## config.mk

```make
export PLATFORM = sky130hd
export DESIGN_NAME = keypad_matrix_scanner
export DESIGN_NICKNAME = d
export VERILOG_FILES = /design/src/keypad_pkg.sv /design/src/keypad_matrix_scanner.sv
export VERILOG_INCLUDE_DIRS = /design/src /design/src/src
export SDC_FILE = /design/constraint.sdc
export NUM_CORES = 1
export LEC_CHECK = 0
export BUFFER_PORTS_ARGS = -buffer_cell sky130_fd_sc_hd__buf_4
export CORE_UTILIZATION = 61
export CTS_BUF_LIST = sky130_fd_sc_hd__clkbuf_4 sky130_fd_sc_hd__clkbuf_8 sky130_fd_sc_hd__clkbuf_16
export CTS_CLUSTER_SIZE = 16
export DETAILED_ROUTE_END_ITERATION = 12
export PLACE_DENSITY_LB_ADDON = 0.08
export SYNTH_ARGS = -nofsm -noshare
export SYNTH_HDL_FRONTEND = slang
export SYNTH_SLANG_ARGS = --single-unit
```

## constraint.sdc

```tcl
create_clock -name clk_sys -period 5.05 [get_ports clk_sys]
set_clock_uncertainty 0.15 [all_clocks]
set_input_delay 1.515 -clock clk_sys [delete_from_list [all_inputs] [get_ports clk_sys]]
set_output_delay 1.515 -clock clk_sys [all_outputs]
set_load 0.01 [all_outputs]
```

## src/keypad_defines.svh

```systemverilog
// Register indexes, field positions, reset values and timing counts of the keypad scanner.
// Assumes a 1 kHz tick enable produced on the system clock outside this block.
`ifndef KEYPAD_DEFINES_SVH
`define KEYPAD_DEFINES_SVH

// Register indexes; the APB byte address is four times the index.
`define KP_IDX_COLUMN_DRIVE 10'h0d1
`define KP_IDX_ROW_SENSE 10'h0d2
`define KP_IDX_TIMING 10'h0d3
`define KP_IDX_CONTROL_STATUS 10'h0d4
`define KP_IDX_ORDER_LOW 10'h0d5
`define KP_IDX_ORDER_HIGH 10'h0d6
`define KP_IDX_DIMENSION 10'h0d7
`define KP_IDX_CLOCK_CONTROL 10'h0d8

// Reset values.
`define KP_COLUMN_DRIVE_RESET 8'h1f
`define KP_ROW_SENSE_RESET 8'h3f
`define KP_TIMING_RESET 8'h00
`define KP_ORDER_LOW_RESET 9'h088
`define KP_ORDER_HIGH_RESET 6'h23
`define KP_DIMENSION_RESET 8'h65

// Field positions.
`define KP_STAT_DETECT_EN_BIT 0
`define KP_STAT_KEY_FLAG_BIT 1
`define KP_STAT_AUTO_EN_BIT 2
`define KP_STAT_TICK_PHASE_BIT 3
`define KP_CLKCTL_KEYPAD_EN_BIT 6
`define KP_DEBOUNCE_LSB 2
`define KP_DEBOUNCE_MSB 7
`define KP_ROW_CHECK_LSB 0
`define KP_ROW_CHECK_MSB 1
`define KP_DIM_COLS_LSB 0
`define KP_DIM_COLS_MSB 2
`define KP_DIM_ROWS_LSB 4
`define KP_DIM_ROWS_MSB 6
`define KP_ORDER_SLOT_WIDTH 3

// Timing in milliseconds and its count of 1 kHz ticks.
`define KP_TICK_PERIOD_MS 1
`define KP_DEBOUNCE_STEP_MS 4
`define KP_DEBOUNCE_MAX_MS 256
`define KP_ROW_CHECK_MAX_MS 4
`define KP_DEBOUNCE_STEP_TICKS (`KP_DEBOUNCE_STEP_MS / `KP_TICK_PERIOD_MS)
`define KP_DEBOUNCE_MAX_TICKS (`KP_DEBOUNCE_MAX_MS / `KP_TICK_PERIOD_MS)
`define KP_ROW_CHECK_MAX_TICKS (`KP_ROW_CHECK_MAX_MS / `KP_TICK_PERIOD_MS)

`endif

```

## src/keypad_pkg.sv

```systemverilog
// Types shared by the keypad scanner.
// Assumes nothing beyond a SystemVerilog compiler.
package keypad_pkg;

  typedef enum logic [2:0] {
    ST_WAIT_PRESS,
    ST_PRESS_DEBOUNCE,
    ST_SCAN,
    ST_WAIT_RELEASE,
    ST_RELEASE_DEBOUNCE
  } scan_state_type;

endpackage

```

## src/keypad_matrix_scanner.sv

```systemverilog
// Keypad matrix scanner: APB register slave, press detection, column scan and release debounce.
// Assumes a one-cycle 1 kHz tick enable on clk_sys and asynchronous row pins from the switch matrix.
//
// Chosen here: register access over APB.
`include "keypad_defines.svh"
`timescale 1ns/1ps
`default_nettype none

module keypad_matrix_scanner #(
  parameter int NUM_ROWS = 6,
  parameter int NUM_COLS = 5
) (
  input wire logic clk_sys,
  input wire logic reset_n,
  input wire logic psel,
  input wire logic penable,
  input wire logic pwrite,
  input wire logic [11:0] paddr,
  input wire logic [31:0] pwdata,
  output logic [31:0] prdata,
  output logic pready,
  output logic pslverr,
  input wire logic tick_1khz,
  input wire logic [NUM_ROWS-1:0] row_in,
  output logic [NUM_COLS-1:0] col_out,
  output logic [NUM_ROWS-1:0] row_pullup_en,
  output logic [NUM_ROWS-1:0] row_hyst_en,
  output logic key_irq
);

  // ********************************************************
  // Parameter check and state
  // ********************************************************
  // Five order slots of three bits and a three-bit row index bound the sizes.
  if (NUM_COLS < 1 || NUM_COLS > 5 || NUM_ROWS < 1 || NUM_ROWS > 7) begin : g_param_check
    $error("keypad_matrix_scanner: NUM_COLS must be 1..5 and NUM_ROWS 1..7");
  end

  typedef struct packed {
    keypad_pkg::scan_state_type state;
    logic [NUM_COLS-1:0] col_drive;
    logic [NUM_ROWS-1:0] row_hold;
    logic [NUM_COLS-1:0] col_pins;
    logic [7:0] timing;
    logic [8:0] order_low;
    logic [5:0] order_high;
    logic [7:0] dimension;
    logic keypad_clock_enable;
    logic auto_scan_enable;
    logic detect_enable;
    logic key_detect_flag;
    logic tick_phase;
    logic [NUM_ROWS-1:0] row_meta;
    logic [NUM_ROWS-1:0] row_sync;
    logic [NUM_ROWS-1:0] row_prev;
    logic [8:0] timer;
    logic [2:0] slot;
    logic [2:0] row_idx;
    logic [1:0] hits;
    logic [2:0] hit_col;
    logic [2:0] hit_row;
    logic [7:0] rd_data;
    logic rd_err;
  } scanner_state_type;

  scanner_state_type st_ff;
  scanner_state_type nxt_st;

  // ********************************************************
  // Helper functions
  // ********************************************************
  function automatic logic [9:0] reg_index(input logic [11:0] addr);
    reg_index = addr[11:2];
  endfunction

  function automatic logic addr_is(input logic [11:0] addr, input logic [9:0] idx);
    addr_is = (addr[1:0] == 2'h0) && (reg_index(addr) == idx);
  endfunction

  // Zero means one line; values past the pin count clamp to the pin count.
  function automatic logic [2:0] clamp_count(input logic [2:0] v, input logic [2:0] limit);
    if (v == 3'h0) begin
      clamp_count = 3'h1;
    end else if (v > limit) begin
      clamp_count = limit;
    end else begin
      clamp_count = v;
    end
  endfunction

  function automatic logic [2:0] order_slot(input logic [2:0] s, input logic [8:0] lo, input logic [5:0] hi);
    logic [14:0] all_slots;
    all_slots = {hi, lo};
    order_slot = all_slots[s*`KP_ORDER_SLOT_WIDTH +: `KP_ORDER_SLOT_WIDTH];
  endfunction

  // ********************************************************
  // Decoded values
  // ********************************************************
  localparam logic [2:0] MAX_COLS = 3'(NUM_COLS);
  localparam logic [2:0] MAX_ROWS = 3'(NUM_ROWS);

  logic tick_en;
  logic [5:0] debounce_field;
  logic [8:0] debounce_ticks;
  logic [1:0] row_check_field;
  logic [8:0] row_check_ticks;
  logic [2:0] active_cols;
  logic [2:0] active_rows;
  logic [NUM_ROWS-1:0] row_mask;
  logic any_row_low;
  logic all_rows_high;
  logic [2:0] cur_col;
  logic [NUM_COLS-1:0] scan_pattern;
  logic bus_setup;
  logic bus_write;
  logic bus_read_access;
  logic row_fall_edge;

  assign tick_en = tick_1khz & st_ff.keypad_clock_enable;
  assign debounce_field = st_ff.timing[`KP_DEBOUNCE_MSB:`KP_DEBOUNCE_LSB];
  // A zero field selects the longest interval.
  assign debounce_ticks = (debounce_field == 6'h00) ? 9'(`KP_DEBOUNCE_MAX_TICKS)
                          : 9'(debounce_field * `KP_DEBOUNCE_STEP_TICKS);
  assign row_check_field = st_ff.timing[`KP_ROW_CHECK_MSB:`KP_ROW_CHECK_LSB];
  assign row_check_ticks = (row_check_field == 2'h0) ? 9'(`KP_ROW_CHECK_MAX_TICKS)
                           : 9'(row_check_field * `KP_TICK_PERIOD_MS);
  assign active_cols = clamp_count(st_ff.dimension[`KP_DIM_COLS_MSB:`KP_DIM_COLS_LSB], MAX_COLS);
  assign active_rows = clamp_count(st_ff.dimension[`KP_DIM_ROWS_MSB:`KP_DIM_ROWS_LSB], MAX_ROWS);

  genvar gi;
  generate
    for (gi = 0; gi < NUM_ROWS; gi = gi + 1) begin : g_row_mask
      assign row_mask[gi] = (3'(gi) < active_rows);
    end
  endgenerate

  assign any_row_low = |(~st_ff.row_sync & row_mask);
  assign all_rows_high = ~any_row_low;
  assign cur_col = order_slot(st_ff.slot, st_ff.order_low, st_ff.order_high);

  // A slot naming a column that does not exist drives nothing low.
  generate
    for (gi = 0; gi < NUM_COLS; gi = gi + 1) begin : g_scan_pattern
      assign scan_pattern[gi] = (cur_col != 3'(gi));
    end
  endgenerate

  assign bus_setup = psel & ~penable;
  assign bus_write = psel & penable & pwrite;
  assign bus_read_access = psel & penable & ~pwrite;
  // Edge detection uses only the synchronised rows, so it needs no tick.
  assign row_fall_edge = (&st_ff.row_prev) & ~(&st_ff.row_sync);

  // ********************************************************
  // Next-state logic
  // ********************************************************
  always_comb begin
    nxt_st = st_ff;

    nxt_st.row_meta = row_in;
    nxt_st.row_sync = st_ff.row_meta;
    nxt_st.row_prev = st_ff.row_sync;

    if (tick_en) begin
      nxt_st.tick_phase = ~st_ff.tick_phase;
    end

    // Register writes from the bus.
    if (bus_write) begin
      if (addr_is(paddr, `KP_IDX_COLUMN_DRIVE)) begin
        nxt_st.col_drive = pwdata[NUM_COLS-1:0];
      end
      if (addr_is(paddr, `KP_IDX_TIMING)) begin
        nxt_st.timing = pwdata[7:0];
      end
      if (addr_is(paddr, `KP_IDX_CONTROL_STATUS)) begin
        nxt_st.auto_scan_enable = pwdata[`KP_STAT_AUTO_EN_BIT];
        nxt_st.detect_enable = pwdata[`KP_STAT_DETECT_EN_BIT];
      end
      if (addr_is(paddr, `KP_IDX_ORDER_LOW)) begin
        nxt_st.order_low = pwdata[8:0];
      end
      if (addr_is(paddr, `KP_IDX_ORDER_HIGH)) begin
        nxt_st.order_high = pwdata[5:0];
      end
      if (addr_is(paddr, `KP_IDX_DIMENSION)) begin
        nxt_st.dimension = pwdata[7:0];
      end
      if (addr_is(paddr, `KP_IDX_CLOCK_CONTROL)) begin
        nxt_st.keypad_clock_enable = pwdata[`KP_CLKCTL_KEYPAD_EN_BIT];
      end
    end

    // Only a flag that was returned to software is cleared, so an event
    // arriving between setup and access is kept; later sets override below.
    if (bus_read_access && addr_is(paddr, `KP_IDX_CONTROL_STATUS) &&
        st_ff.rd_data[`KP_STAT_KEY_FLAG_BIT]) begin
      nxt_st.key_detect_flag = 1'b0;
    end

    if (!st_ff.auto_scan_enable) begin
      // Bypass: the machine parks and the pins follow the column register.
      nxt_st.state = keypad_pkg::ST_WAIT_PRESS;
      nxt_st.col_pins = nxt_st.col_drive;
      if (row_fall_edge) begin
        nxt_st.key_detect_flag = 1'b1;
      end
    end else begin
      nxt_st.col_pins = '0;
      case (st_ff.state)
        keypad_pkg::ST_WAIT_PRESS: begin
          if (any_row_low) begin
            nxt_st.state = keypad_pkg::ST_PRESS_DEBOUNCE;
            nxt_st.timer = debounce_ticks;
          end
        end
        keypad_pkg::ST_PRESS_DEBOUNCE: begin
          if (tick_en) begin
            nxt_st.timer = st_ff.timer - 9'h1;
            if (st_ff.timer == 9'h1) begin
              if (any_row_low) begin
                nxt_st.state = keypad_pkg::ST_SCAN;
                nxt_st.slot = 3'h0;
                nxt_st.row_idx = 3'h0;
                nxt_st.hits = 2'h0;
                nxt_st.timer = row_check_ticks;
                nxt_st.col_pins = {NUM_COLS{1'b1}};
              end else begin
                nxt_st.state = keypad_pkg::ST_WAIT_PRESS;
              end
            end
          end
        end
        keypad_pkg::ST_SCAN: begin
          nxt_st.col_pins = scan_pattern;
          if (tick_en) begin
            nxt_st.timer = st_ff.timer - 9'h1;
            if (st_ff.timer == 9'h1) begin
              nxt_st.timer = row_check_ticks;
              if (!st_ff.row_sync[st_ff.row_idx] && cur_col < MAX_COLS) begin
                nxt_st.hits = (st_ff.hits == 2'h0) ? 2'h1 : 2'h2;
                nxt_st.hit_col = cur_col;
                nxt_st.hit_row = st_ff.row_idx;
              end
              if (st_ff.row_idx == active_rows - 3'h1) begin
                nxt_st.row_idx = 3'h0;
                nxt_st.slot = st_ff.slot + 3'h1;
                if (st_ff.slot == active_cols - 3'h1) begin
                  nxt_st.state = keypad_pkg::ST_WAIT_RELEASE;
                  nxt_st.col_pins = '0;
                  if (nxt_st.hits == 2'h1) begin
                    nxt_st.col_drive = ~(NUM_COLS'(1) << nxt_st.hit_col);
                    nxt_st.row_hold = ~(NUM_ROWS'(1) << nxt_st.hit_row);
                    nxt_st.key_detect_flag = 1'b1;
                  end
                end
              end else begin
                nxt_st.row_idx = st_ff.row_idx + 3'h1;
              end
            end
          end
        end
        keypad_pkg::ST_WAIT_RELEASE: begin
          if (all_rows_high) begin
            nxt_st.state = keypad_pkg::ST_RELEASE_DEBOUNCE;
            nxt_st.timer = debounce_ticks;
          end
        end
        keypad_pkg::ST_RELEASE_DEBOUNCE: begin
          if (tick_en) begin
            nxt_st.timer = st_ff.timer - 9'h1;
            if (st_ff.timer == 9'h1) begin
              if (all_rows_high) begin
                nxt_st.state = keypad_pkg::ST_WAIT_PRESS;
              end else begin
                nxt_st.timer = debounce_ticks;
              end
            end
          end
        end
        default: begin
          nxt_st.state = keypad_pkg::ST_WAIT_PRESS;
        end
      endcase
    end

    // Read data is captured in the setup cycle so prdata comes from a flop.
    if (bus_setup) begin
      nxt_st.rd_data = 8'h00;
      nxt_st.rd_err = 1'b0;
      if (pwrite) begin
        nxt_st.rd_err = ~(addr_is(paddr, `KP_IDX_COLUMN_DRIVE) || addr_is(paddr, `KP_IDX_TIMING) ||
                          addr_is(paddr, `KP_IDX_CONTROL_STATUS) || addr_is(paddr, `KP_IDX_ORDER_LOW) ||
                          addr_is(paddr, `KP_IDX_ORDER_HIGH) || addr_is(paddr, `KP_IDX_DIMENSION) ||
                          addr_is(paddr, `KP_IDX_CLOCK_CONTROL));
      end else if (addr_is(paddr, `KP_IDX_COLUMN_DRIVE)) begin
        nxt_st.rd_data = 8'(st_ff.col_drive);
      end else if (addr_is(paddr, `KP_IDX_ROW_SENSE)) begin
        // Bypass reads the live rows; automatic mode reads the stored key row.
        nxt_st.rd_data = st_ff.auto_scan_enable ? 8'(st_ff.row_hold) : 8'(st_ff.row_sync);
      end else if (addr_is(paddr, `KP_IDX_TIMING)) begin
        nxt_st.rd_data = st_ff.timing;
      end else if (addr_is(paddr, `KP_IDX_CONTROL_STATUS)) begin
        nxt_st.rd_data = {4'h0, st_ff.tick_phase, st_ff.auto_scan_enable,
                          st_ff.key_detect_flag, st_ff.detect_enable};
      end else if (addr_is(paddr, `KP_IDX_ORDER_LOW)) begin
        nxt_st.rd_data = st_ff.order_low[7:0];
      end else if (addr_is(paddr, `KP_IDX_ORDER_HIGH)) begin
        nxt_st.rd_data = 8'(st_ff.order_high);
      end else if (addr_is(paddr, `KP_IDX_DIMENSION)) begin
        nxt_st.rd_data = st_ff.dimension;
      end else if (addr_is(paddr, `KP_IDX_CLOCK_CONTROL)) begin
        nxt_st.rd_data = {1'b0, st_ff.keypad_clock_enable, 6'h00};
      end else begin
        nxt_st.rd_err = 1'b1;
      end
    end
  end

  // ********************************************************
  // State register
  // ********************************************************
  always_ff @(posedge clk_sys or negedge reset_n) begin
    if (!reset_n) begin
      st_ff <= '0;
      st_ff.state <= keypad_pkg::ST_WAIT_PRESS;
      st_ff.col_drive <= NUM_COLS'(`KP_COLUMN_DRIVE_RESET);
      st_ff.col_pins <= NUM_COLS'(`KP_COLUMN_DRIVE_RESET);
      st_ff.row_hold <= NUM_ROWS'(`KP_ROW_SENSE_RESET);
      st_ff.row_meta <= '1;
      st_ff.row_sync <= '1;
      st_ff.row_prev <= '1;
      st_ff.timing <= `KP_TIMING_RESET;
      st_ff.order_low <= `KP_ORDER_LOW_RESET;
      st_ff.order_high <= `KP_ORDER_HIGH_RESET;
      st_ff.dimension <= `KP_DIMENSION_RESET;
      st_ff.auto_scan_enable <= 1'b0;
    end else begin
      st_ff <= nxt_st;
    end
  end

  // ********************************************************
  // Outputs
  // ********************************************************
  assign prdata = {24'h000000, st_ff.rd_data};
  assign pslverr = st_ff.rd_err & psel & penable;
  // Every access completes without wait states.
  assign pready = 1'b1;
  assign col_out = st_ff.col_pins;
  // The pad cells take these as static enables; the matrix needs no external resistors.
  assign row_pullup_en = '1;
  assign row_hyst_en = '1;
  assign key_irq = st_ff.key_detect_flag & st_ff.detect_enable;

endmodule // keypad_matrix_scanner

`default_nettype wire

```

* Word level (Yosys, flattened, before mapping)
Index checks and enable logic that the tools add are counted.
Word-level totals: register bits after elaboration 105, input port bits 56, output and inout port bits 52, word-level logic and storage cells 224
Operators by class: add/sub/neg operators 5, $mul 1, order comparisons 10, equality and inequality tests 40, shifts and indexed selects 3, mux-type cells 80, bitwise operators 18, reductions and logical operators 43
Operator list (number):
- $mux 8 | 13
- $eq 10x8->1 const B | 8
- $mux 19 | 4
- $mux 9 | 6
- $mux 17 | 3
- $mux 23 | 2
- $mux 3 | 15
- $pmux 9 s5 | 1
- $ne 3x3->1 const B | 12
- $mux 11 | 3
- $mux 5 | 6
- $reduce_and 7->1 | 3
- $mux 1 | 19
- $ne 2x2->1 const B | 9
- $pmux 8 s2 | 1
- $pmux 3 s5 | 1
- $shiftx 15x6->3 | 1
- $not 6->6 | 2
- $reduce_and 2->1 | 6
- $reduce_and 6->1 | 2
- $logic_and 1x1->1 | 11
- $reduce_and 11->1 | 1
- $pmux 5 s2 | 1
- $and 1x1->1 | 9
- other kinds (38) | 61

* Depth between registers and ports, before layout
Gate-level depths: netlist of run 1.
depth after elaboration 18, mapped depth 11, gate-level depth less buffers 10

* Worst setup path after synthesis of run 1
Ideal clock, no wire load.
path kind input -> register, start input paddr[7], end register st_ff[69] (netlist name), setup time 125 ps, arrival time 3194 ps, data required time 4775 ps, setup slack 1581 ps, stages on the path 7, buffers on the path 1, cells stage by stage nand4b_1 nor3_1 and2_1 nand2b_1 nor3b_1 clkbuf_1 mux2_2
On the way: longest elaborated chain between the ends 3
Ends and longest elaborated chain:
- start, declared | RTL line keypad_matrix_scanner.sv:18 | input wire logic [11:0] paddr,
- $eq 10x8->1 | RTL line keypad_matrix_scanner.sv:77 | addr_is = (addr[1:0] == 2'h0) && (reg_index(addr) == idx);
- $logic_and 1x1->1 | RTL line keypad_matrix_scanner.sv:77
- $reduce_and 2->1 (no source line)
- end signal, assigned | RTL line keypad_matrix_scanner.sv:340 | st_ff <= nxt_st;
- end, declared | RTL line keypad_matrix_scanner.sv:66 | scanner_state_type st_ff;
Every way passes these cells. A chain may end at the register's enable or synchronous reset.

* Worst setup path in the final report of run 1
start input paddr[7], end register st_ff[58] (netlist name)
The elaborated chain is that of the path after synthesis.

==> results.toml, run 1 <==
[outcome]
outcome = "finished clean"

[synth]
yosys.area.top_type = "dfrtp_1"
synth_seq_cells = 105
synth_mux_area_frac = 0.1388
synth_compound_area_frac = 0.1567
synthesis.area_um2 = 6212
synth-edff-count = 0
synth-seq-area-share = 0.4316
synthTopCellsByArea = "dfrtp_1 (25%), dfstp_2 (18%), mux2_2 (6.5%)"
yosysMostFrequentCell = "dfrtp_1"
synthArstFlopShare = 1.000
synthXorXnorAreaFrac = 0.008459
synth_fa_ha_area_frac = 0.01007
netlist_instances = 632
synth_commonest_cells = "dfrtp_1 (62), o21ai_0 (58), nor2_1 (54)"
synth_top_area_frac = 0.2497
synth_top_family_by_area = "simple AND/OR/NAND/NOR gates"
synth_ff_type = "dfrtp_1"
synth_simple_gate_area_share = 0.1652
syn_area_per_cell_um2 = 9.829
ys_warn_count = 0
ys_types = 70

[place]
placed_cells = 775
dpl.hpwl_um = 10890
io_buffers = 47
gp_congestion = 0.9066

[worst_hold_path]
holdCritPathClass = "flop to flop"
min_from = "nxt_st[42]"
hold_path_depth = 0
min_to = "nxt_st[36]"

[route]
drtIter0Drc = 285
wl_met1_um = 6572
drc = 0
routed.top_layer = "met4"
vias = 4792
postRouteAntennaNets = 0
routed_wl_um = 14590
wl_met2_um = 7077
wl_per_cell_um = 18.45
wl_met3_um = 673
vias_per_cell = 6.058
first_pass_iters = 5

[setup_path]
ff2ff_setup_slack_ns = 1.98
r2r-start = "st_ff[103]"
start_kind = "input pin"
endpoint_kind = "flop"
critical_path.max_fanout = 11
crit_arrival_ns = 4.04
critPathRequiredTime_ns = 5.18
criticalPathCategory = "input pin to flop"
r2r_cells = 7
r2r_end = "st_ff[20]"
crit_start = "paddr[7]"

[grt]
grt_max_degree = 56
grt_pass1_vias = 4353
antenna_found_initial = 0
grt_usage = 0.2957
grt_overflow = 0
grt_pass1_wl_um = 23070

[final_layout]
final_cells = 791
drive_gt1_frac = 0.2568
final_net_count = 714
syn_to_final_growth_pct = 6.244
diodes = 0

[job]
drv_cap = 0

[cts]
clk_root_buffer_cell = "clkbuf_8"
ctsLongestPathBuffers = 2
numCtsBuffers = 9
cts.sinks = 105
htreeDepth = 3
post_cts_buffers = 0
cts_hold_buf = 0
clk_pin_slew_ns = 0.11
insertion_delay_ns = 0.38
cts_resized = 0
tritoncts = "yes"

[die]
rows = 36
start_util = 0.6326
die_w_um = 102.9
fp.dieArea_um2 = 10590
core-area_um2 = 9819
die_y_um = 102.9
ios = 108

[sta]
fmax_mhz = 255.5
slew_violations = 0
timing.final.crit_share = 0.7749
finalSetupTns_ns = 0
tightest_slew_ns = 0.9909
relSlewSlack = 0.3394
grt_setup_unrepaired = "no"
period_needed_ns = 3.913
hold_viol_final = 0
setup_viol = 0

[pwr]
leakage_nw = 2.870
totalPowerFinal_mw = 1.500
powerDensity_nw_per_um2 = 227.2
swShare = 0.2663
pwr-share-comb = 0.073
clockPowerShare = 0.342
p_int_mw = 1.100
irDropWorstVdd_mv = 0.2635
seq_power_share = 0.585
switchingPower_uw = 399.4
## critical path, cell delays in order
cell and delay [ns]:
buf_4 0.10, nand4b_1 0.15, nor3_1 0.53, and2_1 0.50, nand2b_1 0.21, nor2_1 0.61
mux2_2 0.41
## area by class of cell
type	count	area (µm²)
multi-input cells	471	3115
clock buffers	10	131.4
inverters	13	48.80
repair buffers	53	397.9
clock inverters	6	58.81
fillers	763	3219
well taps	133	166.4
flip-flops and latches	105	2681
## power groups by stage
| stage | clock network (mW) | logic [mW] | registers (mW) |
|---|---|---|---|
| 2_1_floorplan | 0 | 0.0777 | 0.885 |
| 3_3_place_gp | 0 | 0.108 | 0.892 |
| 3_5_place_dp | 0 | 0.109 | 0.892 |
| 4_1_cts | 0.520 | 0.110 | 0.877 |
| 5_1_grt | 0.552 | 0.124 | 0.880 |
| 6_report | 0.512 | 0.110 | 0.877 |
## flip-flops by register name, summed over array words and instances (netlist names)
register / flops
st_ff: 72
nxt_st: 12
prdata: 8
debounce_field: 6
col_out: 5
row_check_field: 2
## layout by cell type, fill, tap and decap left out, types with 6 or more instances in the layout
master and n:
and2_1 8, nor2_1 54, buf_4 53, nand2b_1 12, o21a_1 6, o21ai_0 58, dfrtp_1 62, a21oi_1 38
clkbuf_8 9, dfstp_2 43, nand2_1 36, nand3_1 13, nor2b_1 13, and3_1 7, a211oi_1 6, nor3_1 15
mux2_2 36, inv_1 13, nand4_1 6, mux2i_1 25, a22oi_1 8, conb_1 37
## through the flow
| stage | setup WS [ns] | cell area, µm² | util | hold WS, ns |
|---|---|---|---|---|
| global route | 1.024 | 6600 | 0.6721 | 0.2145 |
| CTS | 1.230 | 6600 | 0.6721 | 0.2114 |
| global placement | 0.8577 | 6410 | 0.6528 | 0.1966 |
| detailed placement | 0.8133 | 6410 | 0.6528 | 0.1968 |
| finish | 1.137 | 6600 | 0.6721 | 0.2103 |
| floorplan | 1.581 | 6344 | - | 0.1952 |
## how the worst max path moves through the flow
stage	to	slack, ns	cells past startpoint
after floorplan	st_ff[69]	1.58	7
after global placement	st_ff[58]	0.86	7
after detailed placement	st_ff[58]	0.81	7
after CTS	st_ff[58]	1.23	7
after global routing	st_ff[59]	1.02	7
final	st_ff[58]	1.14	7
## cells by family (layout without fill, tap and decap cells)
family | Yosys count | count (layout)
compound gates | 154 | 154
flops | 105 | 105
xor+xnor | 6 | 6
simple gates | 196 | 196
fa+ha+maj | 5 | 5
buf+inv | 91 | 82
mux | 73 | 73
other cells | 2 | 37
## routing by layer
layer  up-vias  track usage
li1       2231            -
met1      2383       0.4226
met2       157       0.4672
met3        21      0.04610
met4         0      0.09209
met5         -            0
(Power assumes the default switching activity.)
==> run 2: changes to the inputs <==
--- a/config.mk
+++ b/config.mk
@@ -7,7 +7,7 @@
 export NUM_CORES = 1
 export LEC_CHECK = 0
 export BUFFER_PORTS_ARGS = -buffer_cell sky130_fd_sc_hd__buf_4
-export CORE_UTILIZATION = 61
+export CORE_UTILIZATION = 57
 export CTS_BUF_LIST = sky130_fd_sc_hd__clkbuf_4 sky130_fd_sc_hd__clkbuf_8 sky130_fd_sc_hd__clkbuf_16
 export CTS_CLUSTER_SIZE = 16
 export DETAILED_ROUTE_END_ITERATION = 12
==> constraint.sdc (replaced) <==
create_clock -name clk_sys -period 4.1 [get_ports clk_sys]
set_clock_uncertainty 0.15 [all_clocks]
set_input_delay 1.23 -clock clk_sys [delete_from_list [all_inputs] [get_ports clk_sys]]
set_output_delay 1.23 -clock clk_sys [all_outputs]
set_load 0.01 [all_outputs]
==> run 2 against run 1 <==
  * Via count grew 0.65%
  * Critical path depth shrank 1
  * Combinational power grew 25%
  * First-iteration DRC count grew 18%
  * Clock power grew 32%
  * Core utilization shrank 3.5 points
  * Sequential share of layout area shrank 0.41 points
  * Wire length grew 1.8%
  * Die area grew 6.9%
  * Global-route usage shrank 1.7 points
  * Count of clock-buffer cells in the layout is the same
  * Critical path type unchanged
  * Largest cell class unchanged
==> results.toml, run 2 (same netlist as run 1, synthesis figures left out) <==
[outcome]
outcome = "finished clean"

[final_layout]
largest_register_ffs = 72
fillers = 897
final_cell_mix = "dfrtp_1 (62), o21ai_0 (58), buf_4 (56), nor2_1 (54), dfstp_2 (43)"
syn_to_final_growth_pct = 7.331
seqCellArea_um2 = 2681
layout_commonest_cell = "dfrtp_1"
final_net_count = 718
drive_gt1_frac = 0.2598
fin_area_um2 = 6668
regMostFlops = "st_ff"
multiInputGateArea_um2 = 3115
diodes = 0

[place]
gp_congestion = 0.9127
placed_cell_area_um2 = 6456
dpl.hpwl_um = 11120
io_buffers = 47

[grt]
grt_max_degree = 48
grt_overflow = 0
grt_pass1_vias = 4533
grt_usage = 0.2783
grt_pass1_wl_um = 23830
antenna_found_initial = 0

[setup_path]
endpoint_kind = "flop"
crit_start = "paddr[7]"
r2r-start = "st_ff[57]"
ff2ff_setup_slack_ns = 1.09
criticalPathCategory = "input pin to flop"
r2r_end = "st_ff[91]"
crit_arrival_ns = 3.39
r2r_cells = 11
critPathRequiredTime_ns = 4.22
start_kind = "input pin"
crit_end = "row_check_field[1]"
critical_path.max_fanout = 10

[sta]
fmax_mhz = 305.9
setup_viol = 0
finalSetupTns_ns = 0
period_needed_ns = 3.269
tightest_slew_ns = 0.6721
slew_violations = 0
relSlewSlack = 0.5485
hold_viol_final = 0
grt_setup_unrepaired = "no"
timing.final.crit_share = 0.7972

[route]
postRouteAntennaNets = 0
first_pass_iters = 7
wl_per_cell_um = 18.62
drtIter0Drc = 337
routed_wl_um = 14860
drc = 0
vias_per_cell = 6.044
vias = 4823

[die]
core-area_um2 = 10460
ios = 108
die_y_um = 106.4
fp.dieArea_um2 = 11320
die_w_um = 106.4
start_util = 0.5938
rows = 37

[pwr]
p_int_mw = 1.421
pwr-share-comb = 0.072
leakage_nw = 2.907
seq_power_share = 0.570
powerDensity_nw_per_um2 = 284.5
clockPowerShare = 0.358
switchingPower_uw = 476.0
totalPowerFinal_mw = 1.897
swShare = 0.2509
irDropWorstVdd_mv = 0.2714

[cts]
cts_resized = 0
cts.sinks = 105
post_cts_buffers = 0
clk_pin_slew_ns = 0.10
tritoncts = "yes"
ctsLongestPathBuffers = 2
insertion_delay_ns = 0.39
numCtsBuffers = 9
clk_root_buffer_cell = "clkbuf_8"
htreeDepth = 3
cts_hold_buf = 0

[job]
drv_cap = 0

[worst_hold_path]
holdCritPathClass = "flop to flop"
-- run 2: cell count changes in the layout (fill, tap and decap cells not counted) --
cell	before	now
buf_4	53	56
clkbuf_8	9	10
clkbuf_4	1	0
clkinvlp_4	1	0
buf_12	0	1
bufinv_16	0	1
inv_8	3	2
clkinv_1	0	1
-- run 2: metrics by stage --
stage,utilization,cells,setup WS [ns],hold WS [ns]
finish,0.6373,798,0.8313,0.2110
CTS,0.6373,798,0.8227,0.2123
floorplan,-,667,0.9160,0.1952
global placement,0.6171,782,0.5191,0.1958
global route,0.6373,798,0.6860,0.2154
detailed placement,0.6171,782,0.4131,0.1975
-- run 2: area by class of cell --
type / instances / area share
clock buffer: 10 / 0.02064
clock inverter: 6 / 0.01107
inverter: 13 / 0.007318
multi-input combinational: 471 / 0.4673
sequential: 105 / 0.4021
tap: 136 / 0.02552
timing repair buffer: 57 / 0.06605
-- run 2: worst min path at each step --
| stage | slack [ns] | start | to | cells past startpoint |
|---|---|---|---|---|
| after CTS | 0.21 | nxt_st[43] | nxt_st[37] | 0 |
| after global routing | 0.22 | nxt_st[43] | nxt_st[37] | 0 |
| after floorplan | 0.20 | nxt_st[38] | nxt_st[32] | 0 |
| after global placement | 0.20 | nxt_st[40] | nxt_st[34] | 0 |
| after detailed placement | 0.20 | nxt_st[43] | nxt_st[37] | 0 |
| final | 0.21 | nxt_st[43] | nxt_st[37] | 0 |
-- run 2: metal layers --
metal	global-route usage	vias up	routed length [µm]
met2	0.4457	188	7103
met4	0.07738	0	327
met3	0.07541	34	970
li1	-	2238	-
met5	0	-	0
met1	0.3707	2363	6458
-- run 2: power groups by stage --
stage,Combinational (mW),Clock (mW),Sequential [mW]
5_1_grt,0.153,0.727,1.08
3_3_place_gp,0.134,0,1.10
3_5_place_dp,0.137,0,1.10
2_1_floorplan,0.0957,0,1.09
6_report,0.137,0.678,1.08
4_1_cts,0.137,0.694,1.08
-- run 2: worst max-delay path: stages --
cell and delay (ns):
buf_4 0.11, nand4b_1 0.16, nor3_1 0.53, nand2_1 0.34
nor3_2 0.62, mux2_2 0.41
==> run 3: changes to the inputs <==
==> constraint.sdc (replaced) <==
create_clock -name clk_sys -period 3.1 [get_ports clk_sys]
set_clock_uncertainty 0.15 [all_clocks]
set_input_delay 0.93 -clock clk_sys [delete_from_list [all_inputs] [get_ports clk_sys]]
set_output_delay 0.93 -clock clk_sys [all_outputs]
set_load 0.01 [all_outputs]
==> run 3 against run 2 <==
  * Worst setup slack worse by 0.69 ns
  * Combinational power is 34% higher
  * Cell count up 1.9%
  * Non-clock buffer count increased by 15
  * Sequential power rose by 32%
  * Final area rose by 2.0%
  * Clock power rose by 40%
  * Die area unchanged
  * Sequential share of layout area fell by 0.81 points
  * Wire length rose by 3.1%
  * Global-route usage rose by 0.75 points
  * Flip-flop and latch count unchanged
==> results.toml, run 3 (same netlist as run 1, synthesis figures left out) <==
[outcome]
outcome = "finished clean"

[route]
postRouteAntennaNets = 0
first_pass_iters = 5
drtIter0Drc = 385
vias_per_cell = 6.039
routed_wl_um = 15330
wl_per_cell_um = 18.85
vias = 4910
drc = 0

[die]
ios = 108
rows = 37
start_util = 0.5938
die_y_um = 106.4
die_w_um = 106.4
core-area_um2 = 10460
fp.dieArea_um2 = 11320

[final_layout]
layout_commonest_cell = "buf_4"
fillers = 899
final_cells = 813
diodes = 0
multiInputGateArea_um2 = 3115
fin_area_um2 = 6804
regMostFlops = "st_ff"
syn_to_final_growth_pct = 9.527
seqCellArea_um2 = 2681
drive_gt1_frac = 0.2777
final_net_count = 733
final_cell_mix = "buf_4 (70), dfrtp_1 (62), o21ai_0 (58), nor2_1 (54), dfstp_2 (43)"
largest_register_ffs = 72

[worst_hold_path]
hold_path_depth = 0
min_to = "nxt_st[33]"
holdCritPathClass = "flop to flop"
min_from = "nxt_st[39]"

[cts]
tritoncts = "yes"
ctsLongestPathBuffers = 2
htreeDepth = 3
clk_root_buffer_cell = "clkbuf_8"
numCtsBuffers = 9
cts.sinks = 105
insertion_delay_ns = 0.40
cts_hold_buf = 0
clk_pin_slew_ns = 0.11

[grt]
grt_overflow = 0
grt_pass1_vias = 4683
antenna_found_initial = 0
grt_pass1_wl_um = 24380
grt_max_degree = 53
grt_usage = 0.2858

[setup_path]
r2r_cells = 7
ff2ff_setup_slack_ns = 0.14
cp.depth = 7
cp_slowest_cell = "dfrtp_1"
path_cells = "mux2i_1 -> o21ai_0 -> o21ai_2 -> o21ai_4 -> mux2_4 -> or3_1 -> mux2_4"
critical_path.max_fanout = 11
r2r_end = "st_ff[96]"
critPathRequiredTime_ns = 3.28
criticalPathCategory = "flop to flop"
crit_top_cell = "mux2_4"
endpoint_kind = "flop"
crit_buf_inv = 0
max_stage_delay_ns = 0.66
crit_arrival_ns = 3.14
start_kind = "flop"
r2r-start = "st_ff[21]"
cpLargestDelayFamily = "compound AO/OA/AOI/OAI gates"

[sta]
setup_viol = 0
period_needed_ns = 2.961
finalSetupTns_ns = 0
tightest_slew_ns = 0.6439
relSlewSlack = 0.5662
grt_setup_unrepaired = "no"
fmax_mhz = 337.7
hold_viol_final = 0
slew_violations = 0
timing.final.crit_share = 0.9552

[place]
gp_congestion = 0.9031
io_buffers = 47
dpl.hpwl_um = 11390
placed_cell_area_um2 = 6574
placed_cells = 796

[pwr]
leakage_nw = 2.994
irDropWorstVdd_mv = 0.3376
powerDensity_nw_per_um2 = 376.7

[job]
drv_cap = 0
run 3: cell type report:
| cell class | instances | share of cell area |
|---|---|---|
| timing repair buffer | 72 | 0.08312 |
| clock buffer | 11 | 0.02299 |
| multi-input combinational | 471 | 0.4579 |
| clock inverter | 5 | 0.009746 |
| tap | 136 | 0.02501 |
| sequential | 105 | 0.3941 |
| inverter | 13 | 0.007172 |
run 3: what timing repair did:
action | in CTS | in global routing
buffers inserted | 0 | 1
endpoints found under the setup margin | 0 | 11
gates resized for setup | 0 | 1
run 3: worst max-delay path by stage:
| stage | startpoint | endpoint | slack, ns |
|---|---|---|---|
| after floorplan | paddr[7] | st_ff[69] | 0.22 |
| after global placement | paddr[5] | st_ff[71] | 0.18 |
| after detailed placement | st_ff[57] | st_ff[92] | 0.1 |
| after CTS | st_ff[57] | st_ff[92] | 0.07 |
| after global routing | st_ff[57] | st_ff[92] | 0.01 |
| final | st_ff[21] | st_ff[96] | 0.14 |
run 3: through the flow:
| step | util | hold WS, ns | worst slack [ns] | total power [mW] |
|---|---|---|---|---|
| 2_1_floorplan | - | 0.1952 | 0.2160 | 1.568 |
| 3_3_place_gp | 0.6283 | 0.1960 | 0.1792 | 1.633 |
| 3_5_place_dp | 0.6283 | 0.1975 | 0.09552 | 1.636 |
| 4_1_cts | 0.6496 | 0.2079 | 0.07053 | 2.577 |
| 5_1_grt | 0.6503 | 0.2125 | 0.01082 | 2.654 |
| 6_report | 0.6503 | 0.2087 | 0.1387 | 2.563 |
run 3: per-layer routing:
layer / track usage / wire [µm] / up-vias
met5: 0 / 0 / -
met4: 0.08929 / 252 / 0
met3: 0.05273 / 735 / 20
met2: 0.4629 / 7446 / 162
met1: 0.3890 / 6892 / 2457
li1: - / - / 2271
run 3: report_power, final:
group	internal, mW	switching [mW]
Sequential	1.41	0.0243
Clock	0.444	0.506
Combinational	0.0687	0.115
Total	1.92	0.645
